--- src/pkg/radio_coexistence_arbiter_cfg.svh ---
// constants of the radio coexistence and clock control register block
// assumes one 25 MHz clock and a plain word-wide register port
//
// Summary of operation
// - priority source bit picks static or dynamic value
// - pulse mode clear holds transaction steady
// - pulse mode set: one low cycle per change
// - source clear: start needs priority, else enable edge
// - source set: start needs event, else enable edge
// - slow-clock sequence raises power-down permitted flag
// - sleep exit clears power-down permitted flag
// - slow clock edge sets monitor, software clears
// - no monitor setting while timer held in reset
// - clock status reads one on master clock
// - diagnostic select acts only under override
// - first pin carries OR of interrupts
// - second pin follows two-bit select
// - override forces latch enable and output direction
// - transaction asserted when fine counter matches start
// - transaction dropped when event ends
`ifndef RADIO_COEXISTENCE_ARBITER_CFG_SVH
`define RADIO_COEXISTENCE_ARBITER_CFG_SVH

// --------------------------------------------------------------------------
// register byte addresses
// --------------------------------------------------------------------------
`define CTRL_TWO_ADDR 32'h4000_0200
`define IRQ_STAT_ADDR 32'h4000_0240
`define IRQ_CLR_ADDR  32'h4000_0244
`define IRQ_EN_ADDR   32'h4000_0248

// --------------------------------------------------------------------------
// field positions of the control register
// --------------------------------------------------------------------------
`define F_START_LSB 22
`define F_TEST_BIT  19
`define F_ISO_BIT   18
`define F_PTI_SEL   17
`define F_PULSE     16
`define F_SRC       15
`define F_CLK_LSB   9
`define F_PD_OK     8
`define F_MON       7
`define F_CLK_STAT  6
`define F_DSEL_LSB  4
`define F_OVR       3

// interrupt status bits
`define IRQ_PD_OK 0
`define IRQ_WAKE  1

// --------------------------------------------------------------------------
// reset values and timing counts
// --------------------------------------------------------------------------
`define CTRL_RESET   24'h00_0000
`define IRQ_RESET    2'h0
`define LP_SEQ_EDGES 4'h3

`endif

--- src/pkg/radio_coexistence_arbiter_pkg.sv ---
// types shared by the radio coexistence and clock control block
// assumes nothing beyond a SystemVerilog compiler
package radio_coexistence_arbiter_pkg;

  // software-written fields of the control register
  typedef struct packed {
    logic [9:0] start;
    logic       test_bit;
    logic       iso_bit;
    logic       pti_sel;
    logic       pulse_mode;
    logic       assert_src;
    logic [5:0] clk_mhz;
    logic [1:0] diag_sel;
    logic       diag_ovr;
  } ctrl_t;

  // what goes to the coexistence arbiter
  typedef struct packed {
    logic       transaction;
    logic [3:0] prio;
  } coexistence_arbiter_out_t;

  // the two diagnostic pins
  typedef struct packed {
    logic out0;
    logic oe0;
    logic out1;
    logic oe1;
    logic latch_en;
  } diag_pins_t;

  typedef enum logic [1:0] {tr_idle, tr_armed, tr_active} tr_state_t;
  typedef enum logic [1:0] {pd_idle, pd_count, pd_allowed} pd_state_t;

endpackage : radio_coexistence_arbiter_pkg

--- src/rtl/radio_coexistence_arbiter_clock_ctrl.sv ---
// radio core control register two: coexistence transaction, clock
// select, power-down permission, slow clock monitor, diagnostic pins
// assumes all inputs except the slow clock pin are on mclk
`timescale 1ns/10ps
`include "radio_coexistence_arbiter_cfg.svh"

module radio_coexistence_arbiter_clock_ctrl
  import radio_coexistence_arbiter_pkg::*;
#(
  parameter int       IRQ_N     = 32,
  parameter bit [3:0] LP_EDGES  = `LP_SEQ_EDGES
) (
  input  wire logic             mclk,
  input  wire logic             sys_rst,
  input  wire logic [31:0]      reg_addr,
  input  wire logic [31:0]      reg_wdata,
  input  wire logic             reg_wr,
  input  wire logic             reg_rd,
  output      logic [31:0]      reg_rdata,
  output      logic             irq,
  input  wire logic [9:0]       fine_slot_counter,
  input  wire logic             event_in_process,
  input  wire logic [3:0]       pti_static,
  input  wire logic [3:0]       pti_dynamic,
  input  wire logic             pti_valid,
  input  wire logic             txrx_en,
  output      coexistence_arbiter_out_t        coexistence_arbiter,
  input  wire logic             lp_clk_pin,
  input  wire logic             core_timer_reset,
  input  wire logic             deep_sleep_on,
  input  wire logic             sleep_exit_interrupt,
  input  wire logic             core_on_master_clk,
  input  wire logic [IRQ_N-1:0] cpu_irq_lines,
  input  wire logic             running_at_low_freq,
  input  wire logic             cpu_deep_sleep,
  input  wire logic             core_in_sleep,
  output      logic [5:0]       clk_mhz_sel,
  output      diag_pins_t       diag
);

  // --------------------------------------------------------------------
  // elaboration checks
  // --------------------------------------------------------------------
  if (IRQ_N < 1) begin : g_bad_irq
    $error("IRQ_N must be at least one");
  end
  if (LP_EDGES == 4'h0) begin : g_bad_edges
    $error("LP_EDGES must be nonzero");
  end

  // --------------------------------------------------------------------
  // register port
  // --------------------------------------------------------------------
  ctrl_t       ctrl;
  ctrl_t       next_ctrl;
  logic        mon;
  logic        next_mon;
  logic [1:0]  irq_stat;
  logic [1:0]  next_irq_stat;
  logic [1:0]  irq_en;
  logic [1:0]  next_irq_en;
  logic [31:0] next_rdata;
  logic        pd_ok;
  logic        lp_rise;
  logic        pd_set_evt;
  logic        wr_ctrl;

  assign wr_ctrl = reg_wr && (reg_addr == `CTRL_TWO_ADDR);

  // decode, sticky flags and read mux; a set always beats a clear
  always_comb begin
    next_ctrl     = ctrl;
    next_irq_en   = irq_en;
    next_irq_stat = irq_stat;
    next_mon      = mon;
    next_rdata    = 32'h0000_0000;
    if (wr_ctrl) begin
      // test bits stored only, no effect on the logic
      next_ctrl.start      = reg_wdata[`F_START_LSB +: 10];
      next_ctrl.test_bit   = reg_wdata[`F_TEST_BIT];
      next_ctrl.iso_bit    = reg_wdata[`F_ISO_BIT];
      next_ctrl.pti_sel    = reg_wdata[`F_PTI_SEL];
      next_ctrl.pulse_mode = reg_wdata[`F_PULSE];
      next_ctrl.assert_src = reg_wdata[`F_SRC];
      // no guard against late changes: software's duty
      next_ctrl.clk_mhz    = reg_wdata[`F_CLK_LSB +: 6];
      next_ctrl.diag_sel   = reg_wdata[`F_DSEL_LSB +: 2];
      next_ctrl.diag_ovr   = reg_wdata[`F_OVR];
      if (!reg_wdata[`F_MON]) begin
        next_mon = 1'b0;  // only a zero clears
      end
    end else if (reg_wr && (reg_addr == `IRQ_CLR_ADDR)) begin
      next_irq_stat = irq_stat & ~reg_wdata[1:0];
    end else if (reg_wr && (reg_addr == `IRQ_EN_ADDR)) begin
      next_irq_en = reg_wdata[1:0];
    end
    if (lp_rise && !core_timer_reset) begin
      next_mon = 1'b1;
    end
    if (pd_set_evt) begin
      next_irq_stat[`IRQ_PD_OK] = 1'b1;
    end
    if (sleep_exit_interrupt) begin
      next_irq_stat[`IRQ_WAKE] = 1'b1;
    end
    if (reg_rd) begin
      if (reg_addr == `CTRL_TWO_ADDR) begin
        next_rdata[`F_START_LSB +: 10] = ctrl.start;
        next_rdata[`F_TEST_BIT]        = ctrl.test_bit;
        next_rdata[`F_ISO_BIT]         = ctrl.iso_bit;
        next_rdata[`F_PTI_SEL]         = ctrl.pti_sel;
        next_rdata[`F_PULSE]           = ctrl.pulse_mode;
        next_rdata[`F_SRC]             = ctrl.assert_src;
        next_rdata[`F_CLK_LSB +: 6]    = ctrl.clk_mhz;
        next_rdata[`F_PD_OK]           = pd_ok;
        next_rdata[`F_MON]             = mon;
        next_rdata[`F_CLK_STAT]        = core_on_master_clk;
        next_rdata[`F_DSEL_LSB +: 2]   = ctrl.diag_sel;
        next_rdata[`F_OVR]             = ctrl.diag_ovr;
      end else if (reg_addr == `IRQ_STAT_ADDR) begin
        next_rdata[1:0] = irq_stat;
      end else if (reg_addr == `IRQ_EN_ADDR) begin
        next_rdata[1:0] = irq_en;
      end
    end
  end

  // register the port state; read data live for one cycle only
  always_ff @(posedge mclk) begin
    if (sys_rst) begin
      ctrl      <= `CTRL_RESET;
      mon       <= 1'b0;
      irq_stat  <= `IRQ_RESET;
      irq_en    <= `IRQ_RESET;
      reg_rdata <= 32'h0000_0000;
      irq       <= 1'b0;
    end else begin
      ctrl      <= next_ctrl;
      mon       <= next_mon;
      irq_stat  <= next_irq_stat;
      irq_en    <= next_irq_en;
      reg_rdata <= next_rdata;
      irq       <= |(next_irq_stat & next_irq_en);
    end
  end

  assign clk_mhz_sel = ctrl.clk_mhz;

  // --------------------------------------------------------------------
  // slow clock sampling
  // --------------------------------------------------------------------
  logic lp_s1;
  logic lp_s2;
  logic lp_s3;
  logic lp_level;
  logic next_lp_level;

  // a level counts only when the last two stages agree
  always_comb begin
    next_lp_level = (lp_s2 == lp_s3) ? lp_s3 : lp_level;
  end

  assign lp_rise = (lp_s2 == lp_s3) && lp_s3 && !lp_level;

  always_ff @(posedge mclk) begin
    if (sys_rst) begin
      lp_s1    <= 1'b0;
      lp_s2    <= 1'b0;
      lp_s3    <= 1'b0;
      lp_level <= 1'b0;
    end else begin
      lp_s1    <= lp_clk_pin;
      lp_s2    <= lp_s1;
      lp_s3    <= lp_s2;
      lp_level <= next_lp_level;
    end
  end

  // --------------------------------------------------------------------
  // power-down permission sequence
  // --------------------------------------------------------------------
  pd_state_t pd_state;
  pd_state_t next_pd_state;
  logic [3:0] pd_cnt;
  logic [3:0] next_pd_cnt;

  // counts slow clock edges after the deep sleep request
  always_comb begin
    next_pd_state = pd_state;
    next_pd_cnt   = pd_cnt;
    case (pd_state)
      pd_idle: begin
        next_pd_cnt = 4'h0;
        if (deep_sleep_on) begin
          next_pd_state = pd_count;
        end
      end
      pd_count: begin
        if (sleep_exit_interrupt) begin
          next_pd_state = pd_idle;
        end else if (lp_rise) begin
          next_pd_cnt = pd_cnt + 4'h1;
          if (pd_cnt == LP_EDGES - 4'h1) begin
            next_pd_state = pd_allowed;
          end
        end
      end
      pd_allowed: begin
        if (sleep_exit_interrupt) begin
          next_pd_state = pd_idle;
        end
      end
      default: next_pd_state = pd_idle;
    endcase
  end

  assign pd_ok      = (pd_state == pd_allowed);
  assign pd_set_evt = (pd_state == pd_count) && (next_pd_state == pd_allowed);

  always_ff @(posedge mclk) begin
    if (sys_rst) begin
      pd_state <= pd_idle;
      pd_cnt   <= 4'h0;
    end else begin
      pd_state <= next_pd_state;
      pd_cnt   <= next_pd_cnt;
    end
  end

  // --------------------------------------------------------------------
  // coexistence transaction
  // --------------------------------------------------------------------
  tr_state_t  tr_state;
  tr_state_t  next_tr_state;
  logic [3:0] pti_sel_val;
  logic [3:0] pti_prev;
  logic       txrx_prev;
  logic       txrx_rise;
  logic       start_hit;
  logic       start_ok;
  logic       next_dip;

  assign pti_sel_val = ctrl.pti_sel ? pti_dynamic : pti_static;
  assign txrx_rise   = txrx_en && !txrx_prev;
  assign start_hit   = (fine_slot_counter == ctrl.start);
  // source bit picks which qualifier the start moment needs
  assign start_ok    = ctrl.assert_src ? event_in_process : pti_valid;

  always_comb begin
    next_tr_state = tr_state;
    case (tr_state)
      tr_idle: begin
        if (start_hit) begin
          next_tr_state = start_ok ? tr_active : tr_armed;
        end
      end
      tr_armed: begin
        // a stale arm would fire in the next event, so it dies with this one
        if (txrx_rise) begin
          next_tr_state = tr_active;
        end else if (!event_in_process) begin
          next_tr_state = tr_idle;
        end
      end
      tr_active: begin
        if (!event_in_process) begin
          next_tr_state = tr_idle;
        end
      end
      default: next_tr_state = tr_idle;
    endcase
    // one low cycle per priority change, only in pulse mode
    next_dip = ctrl.pulse_mode && (tr_state == tr_active) &&
               (next_tr_state == tr_active) && (pti_sel_val != pti_prev);
  end

  always_ff @(posedge mclk) begin
    if (sys_rst) begin
      tr_state         <= tr_idle;
      pti_prev         <= 4'h0;
      txrx_prev        <= 1'b0;
      coexistence_arbiter.transaction <= 1'b0;
      coexistence_arbiter.prio        <= 4'h0;
    end else begin
      tr_state         <= next_tr_state;
      pti_prev         <= pti_sel_val;
      txrx_prev        <= txrx_en;
      coexistence_arbiter.transaction <= (next_tr_state == tr_active) && !next_dip;
      coexistence_arbiter.prio        <= pti_sel_val;
    end
  end

  // --------------------------------------------------------------------
  // diagnostic pin override
  // --------------------------------------------------------------------
  diag_pins_t next_diag;

  // pins stay released unless the override bit is set
  always_comb begin
    next_diag = '0;
    if (ctrl.diag_ovr) begin
      next_diag.out0     = |cpu_irq_lines;
      next_diag.oe0      = 1'b1;
      next_diag.oe1      = 1'b1;
      next_diag.latch_en = 1'b1;
      case (ctrl.diag_sel)
        2'h0:    next_diag.out1 = lp_level;
        2'h1:    next_diag.out1 = running_at_low_freq;
        2'h2:    next_diag.out1 = cpu_deep_sleep;
        default: next_diag.out1 = core_in_sleep;
      endcase
    end
  end

  always_ff @(posedge mclk) begin
    if (sys_rst) begin
      diag <= '0;
    end else begin
      diag <= next_diag;
    end
  end

  // --------------------------------------------------------------------
  // assertions
  // --------------------------------------------------------------------
  a_pti_dynamic: assert property (
    @(posedge mclk) disable iff (sys_rst)
    ctrl.pti_sel |=> coexistence_arbiter.prio == $past(pti_dynamic))
    else $error("dynamic priority not forwarded");

  a_hold_steady: assert property (
    @(posedge mclk) disable iff (sys_rst)
    !$past(ctrl.pulse_mode) && tr_state == tr_active |-> coexistence_arbiter.transaction)
    else $error("transaction dropped in steady mode");

  a_pulse_low: assert property (
    @(posedge mclk) disable iff (sys_rst)
    ctrl.pulse_mode && tr_state == tr_active && event_in_process &&
    pti_sel_val != pti_prev |=> !coexistence_arbiter.transaction)
    else $error("no low cycle on priority change");

  a_pulse_back: assert property (
    @(posedge mclk) disable iff (sys_rst)
    $fell(coexistence_arbiter.transaction) && tr_state == tr_active && event_in_process &&
    pti_sel_val == pti_prev |=> coexistence_arbiter.transaction)
    else $error("low period longer than one cycle");

  a_start_assert: assert property (
    @(posedge mclk) disable iff (sys_rst)
    tr_state == tr_idle && start_hit && start_ok |=> coexistence_arbiter.transaction)
    else $error("transaction not raised at start match");

  a_armed_edge: assert property (
    @(posedge mclk) disable iff (sys_rst)
    tr_state == tr_armed && txrx_rise |=> coexistence_arbiter.transaction)
    else $error("transaction not raised at enable edge");

  a_event_end: assert property (
    @(posedge mclk) disable iff (sys_rst)
    tr_state == tr_active && !event_in_process |=> !coexistence_arbiter.transaction ##1 !coexistence_arbiter.transaction)
    else $error("transaction held after event end");

  a_pd_raise: assert property (
    @(posedge mclk) disable iff (sys_rst)
    $rose(pd_ok) |-> $past(lp_rise) && $past(pd_state) == pd_count)
    else $error("permission raised without slow edge");

  a_pd_clear: assert property (
    @(posedge mclk) disable iff (sys_rst)
    sleep_exit_interrupt |=> !pd_ok)
    else $error("permission kept after sleep exit");

  a_mon_set: assert property (
    @(posedge mclk) disable iff (sys_rst)
    lp_rise && !core_timer_reset |=> mon)
    else $error("monitor not set on slow edge");

  a_mon_blocked: assert property (
    @(posedge mclk) disable iff (sys_rst)
    !mon && core_timer_reset |=> !mon)
    else $error("monitor set while timer in reset");

  a_clk_status: assert property (
    @(posedge mclk) disable iff (sys_rst)
    reg_rd && reg_addr == `CTRL_TWO_ADDR |=>
    reg_rdata[`F_CLK_STAT] == $past(core_on_master_clk))
    else $error("clock status misread");

  a_diag_released: assert property (
    @(posedge mclk) disable iff (sys_rst)
    !ctrl.diag_ovr |=> !diag.oe0 && !diag.oe1 && !diag.latch_en)
    else $error("pins driven without override");

  a_diag_or: assert property (
    @(posedge mclk) disable iff (sys_rst)
    ctrl.diag_ovr |=> diag.latch_en && diag.out0 == $past(|cpu_irq_lines))
    else $error("first pin not interrupt OR");

  a_diag_sleep: assert property (
    @(posedge mclk) disable iff (sys_rst)
    ctrl.diag_ovr && ctrl.diag_sel == 2'h3 |=> diag.out1 == $past(core_in_sleep))
    else $error("second pin select wrong");

endmodule : radio_coexistence_arbiter_clock_ctrl

--- config.mk ---
export PLATFORM = sky130hd
export DESIGN_NAME = radio_coexistence_arbiter_clock_ctrl
export DESIGN_NICKNAME = d
export VERILOG_FILES = /design/src/pkg/radio_coexistence_arbiter_pkg.sv /design/src/rtl/radio_coexistence_arbiter_clock_ctrl.sv
export VERILOG_INCLUDE_DIRS = /design/src /design/src/pkg
export SDC_FILE = /design/constraint.sdc
export NUM_CORES = 1
export LEC_CHECK = 0
export ABC_AREA = 1
export BUFFER_PORTS_ARGS = -buffer_cell sky130_fd_sc_hd__buf_4
export CAP_MARGIN = 5
export CORE_MARGIN = 3
export CORE_UTILIZATION = 40
export CTS_CLUSTER_DIAMETER = 120
export DETAILED_ROUTE_END_ITERATION = 10
export GPL_TIMING_DRIVEN = 0
export PLACE_DENSITY_LB_ADDON = 0.08
export SLEW_MARGIN = 40
export SYNTH_ARGS = -nofsm -noshare
export SYNTH_HDL_FRONTEND = slang
export SYNTH_SLANG_ARGS = --single-unit
--- constraint.sdc ---
create_clock -name mclk -period 1.4 [get_ports mclk]
set_input_delay 0.21 -clock mclk [delete_from_list [all_inputs] [get_ports mclk]]
set_output_delay 0.21 -clock mclk [all_outputs]
set_load 0.01 [all_outputs]
==> results.toml <==
[final_layout]
final_common_cell = "buf_4"
area_growth_pct = 45.2
final_cell_mix = "buf_4 (179), dfxtp_1 (78), inv_1 (70)"
n_antenna_cell = 0
drive_gt1_frac = 0.368
nets = 790

[route]
dr.pass1.iters = 4
vias = 3588
drc = 0
via_per_inst = 4.67
finalWirelength_um = 9960
wire_per_inst_um = 13.0
ant_nets = 0
drt_iter0_drc = 101

[setup_path]
end_kind = "flip-flop"
cp.arrival_ns = 1.60
cp_max_fo = 5
critPathKind = "flip-flop to flip-flop"
worstPathRequired_ns = 1.69
cp-start-kind = "flip-flop"

[sta]
relSlewSlack = 0.607
period_share = 0.936
finalHoldViolations = 0
tightest_slew_ns = 0.590
fmax_ghz = 0.763
setup_viol = 0
fin_tns_setup_ns = 0
min_period_ns = 1.31
fin_skew_ns = 0.00989
maxSlewViolCount = 0
grt_setup_unrepaired = "yes"

[power_and_ir_drop]
p_leak_nw = 2.35
switchingPower_mw = 1.05
intPower_mw = 3.46
clockPowerShare = 0.380
power_frac_comb = 0.111
ir_worst_vdd_uv = 598
power.share.sequential = 0.510
power.density_mw_per_mm2 = 870
switching_share = 0.233
total_power_mw = 4.52

[synth]
synth_area_mm2 = 0.00357
syn_area_per_cell_um2 = 7.48
yosys.area.top_type = "dfxtp_1"
synth_edf_count = 0
synth_area_leaders = "dfxtp_1 (45%), inv_1 (7.4%), nor2_1 (7.1%), nand2_1 (6.8%), a21oi_1 (5.3%)"
ys_seq_area_frac = 0.448
ys_async_sr_fraction = 0
synthFlopType = "dfxtp_1"
synth_seq_cells = 80
synth_top_area_frac = 0.448
ys_types = 31
syn_inst = 478
synth_warnings = 0

[cts]
cts_tree = "done"
cts_made_buffers = 9
path_clk_slew_ns = 0.08
clock_sinks = 80
cts.path.max_buffers = 2
root_buffer = "clkbuf_8"
insertion_delay_ns = 0.35
ctsHoldBuffers = 0
postCtsSetupBuffers = 0
htreeDepth = 3

[flow_run]
drv_cap = 0

[placement]
io_buffer_count = 167
place.gp.congestion = 0.777
place_hpwl_um = 7990

[die]
start_util = 0.422
io_pins = 178
die_w_um = 101
rows = 33
dieHeight_um = 101
core_mm2 = 0.00846
dieArea_mm2 = 0.0101

[worst_hold_path]
hold_class = "primary input to flip-flop"

[grt]
grt_overflow = 0
antenna_found_initial = 0
grt_pass1_wl_um = 15500
grt_start_max_net_pins = 15
grt_pass1_vias = 3484
grt.total_usage = 0.195

[outcome]
status = "completed"
==> area by class of cell <==
cell class / instances / area, um2
Buffer: 23 / 170
Timing Repair Buffer: 167 / 1250
Sequential cell: 80 / 1600
Tap cell: 105 / 131
Multi-Input combinational cell: 307 / 1560
Inverter: 70 / 263
Clock inverter: 6 / 67.6
Fill cell: 791 / 3270
Clock buffer: 10 / 138
==> flip-flops by register name, indices dropped and copies added, names as in the netlist <==
register             cells
clk_mhz_sel              6
coexistence_arbiter      1
ctrl                    18
diag                     3
irq                      1
irq_en                   2
irq_stat                 2
lp_level                 1
lp_s1                    1
lp_s2                    1
lp_s3                    1
mon                      1
pd_cnt                   4
pd_state                 2
pti_prev                 4
reg_rdata               29
tr_state                 2
txrx_prev                1
==> kinds of logic (layout without fill, tap and decap cells) <==
family,after synthesis,after routing,share of synthesized area
AO/OA/AOI/OAI,76,76,0.110
XOR/XNOR,9,9,0.0220
adder cells (fa/ha/maj),3,3,0.0105
buffers and inverters,93,276,0.121
flip-flops,80,80,0.448
other,1,3,0.00105
AND/OR/NAND/NOR,216,216,0.287
==> per-stage QoR <==
stage | worst slack, ns | cells | hold slack (ns) | utilization | area [um2]
3_5_place_dp | -0.263 | 752 | 0.395 | 0.587 | 4970
4_1_cts | 0.0111 | 768 | 0.0395 | 0.611 | 5170
5_1_grt | -0.0132 | 768 | 0.0595 | 0.613 | 5190
6_report | 0.0893 | 768 | 0.0540 | 0.613 | 5190
2_1_floorplan | 0.141 | 480 | 0.317 | - | 3580
3_3_place_gp | -0.232 | 752 | 0.393 | 0.587 | 4970
==> power by group through the flow <==
| stage | combinational (mW) | sequential, mW | clock, mW |
|---|---|---|---|
| 4_1_cts | 0.500 | 2.30 | 1.77 |
| 6_report | 0.501 | 2.30 | 1.71 |
| 2_1_floorplan | 0.168 | 2.36 | 0 |
| 3_5_place_dp | 0.496 | 2.36 | 0 |
| 3_3_place_gp | 0.486 | 2.35 | 0 |
| 5_1_grt | 0.556 | 2.30 | 1.87 |
==> metal layers <==
layer	up-vias	routed length [um]	global-route usage	share of wire
met5	-	0	0	0
met4	0	121	0.0477	0.012
met3	11	942	0.0713	0.095
met2	127	4980	0.353	0.50
met1	1592	3910	0.215	0.39
li1	1858	-	-	-
==> cells in the mapped netlist, types with 7 or more instances <==
cell / count
nor2_2: 22
or2_2: 7
nor4_1: 9
nor3_1: 8
inv_1: 70
buf_4: 12
nand2_1: 65
nand3_1: 22
a21oi_1: 38
o21ai_0: 29
dfxtp_1: 80
nor2_1: 68
==> final timing paths <==
kind,startpoint,to,slack (ns),depth (start not counted)
max,ctrl[11],coexistence_arbiter[4],0.09,7
min,lp_clk_pin,lp_s1,0.05,3
max reg2reg,ctrl[11],coexistence_arbiter[4],0.09,7
min reg2reg,lp_s1,lp_s2,0.41,2
==> timing repair <==
action                     4_1_cts  5_1_grt
setup endpoints to repair        1        3
gates resized for setup          2       10
pin swaps                        0        3
==> worst max-delay path: stages, from the launching register on <==
cell	delay, ns
dfxtp_2	0.35
or2_2	0.30
o21ai_2	0.08
xor2_1	0.16
nand2_1	0.09
nor3_2	0.12
nor2_1	0.06
nor2_1	0.09
Note: power is estimated with default switching activity, not from simulation.
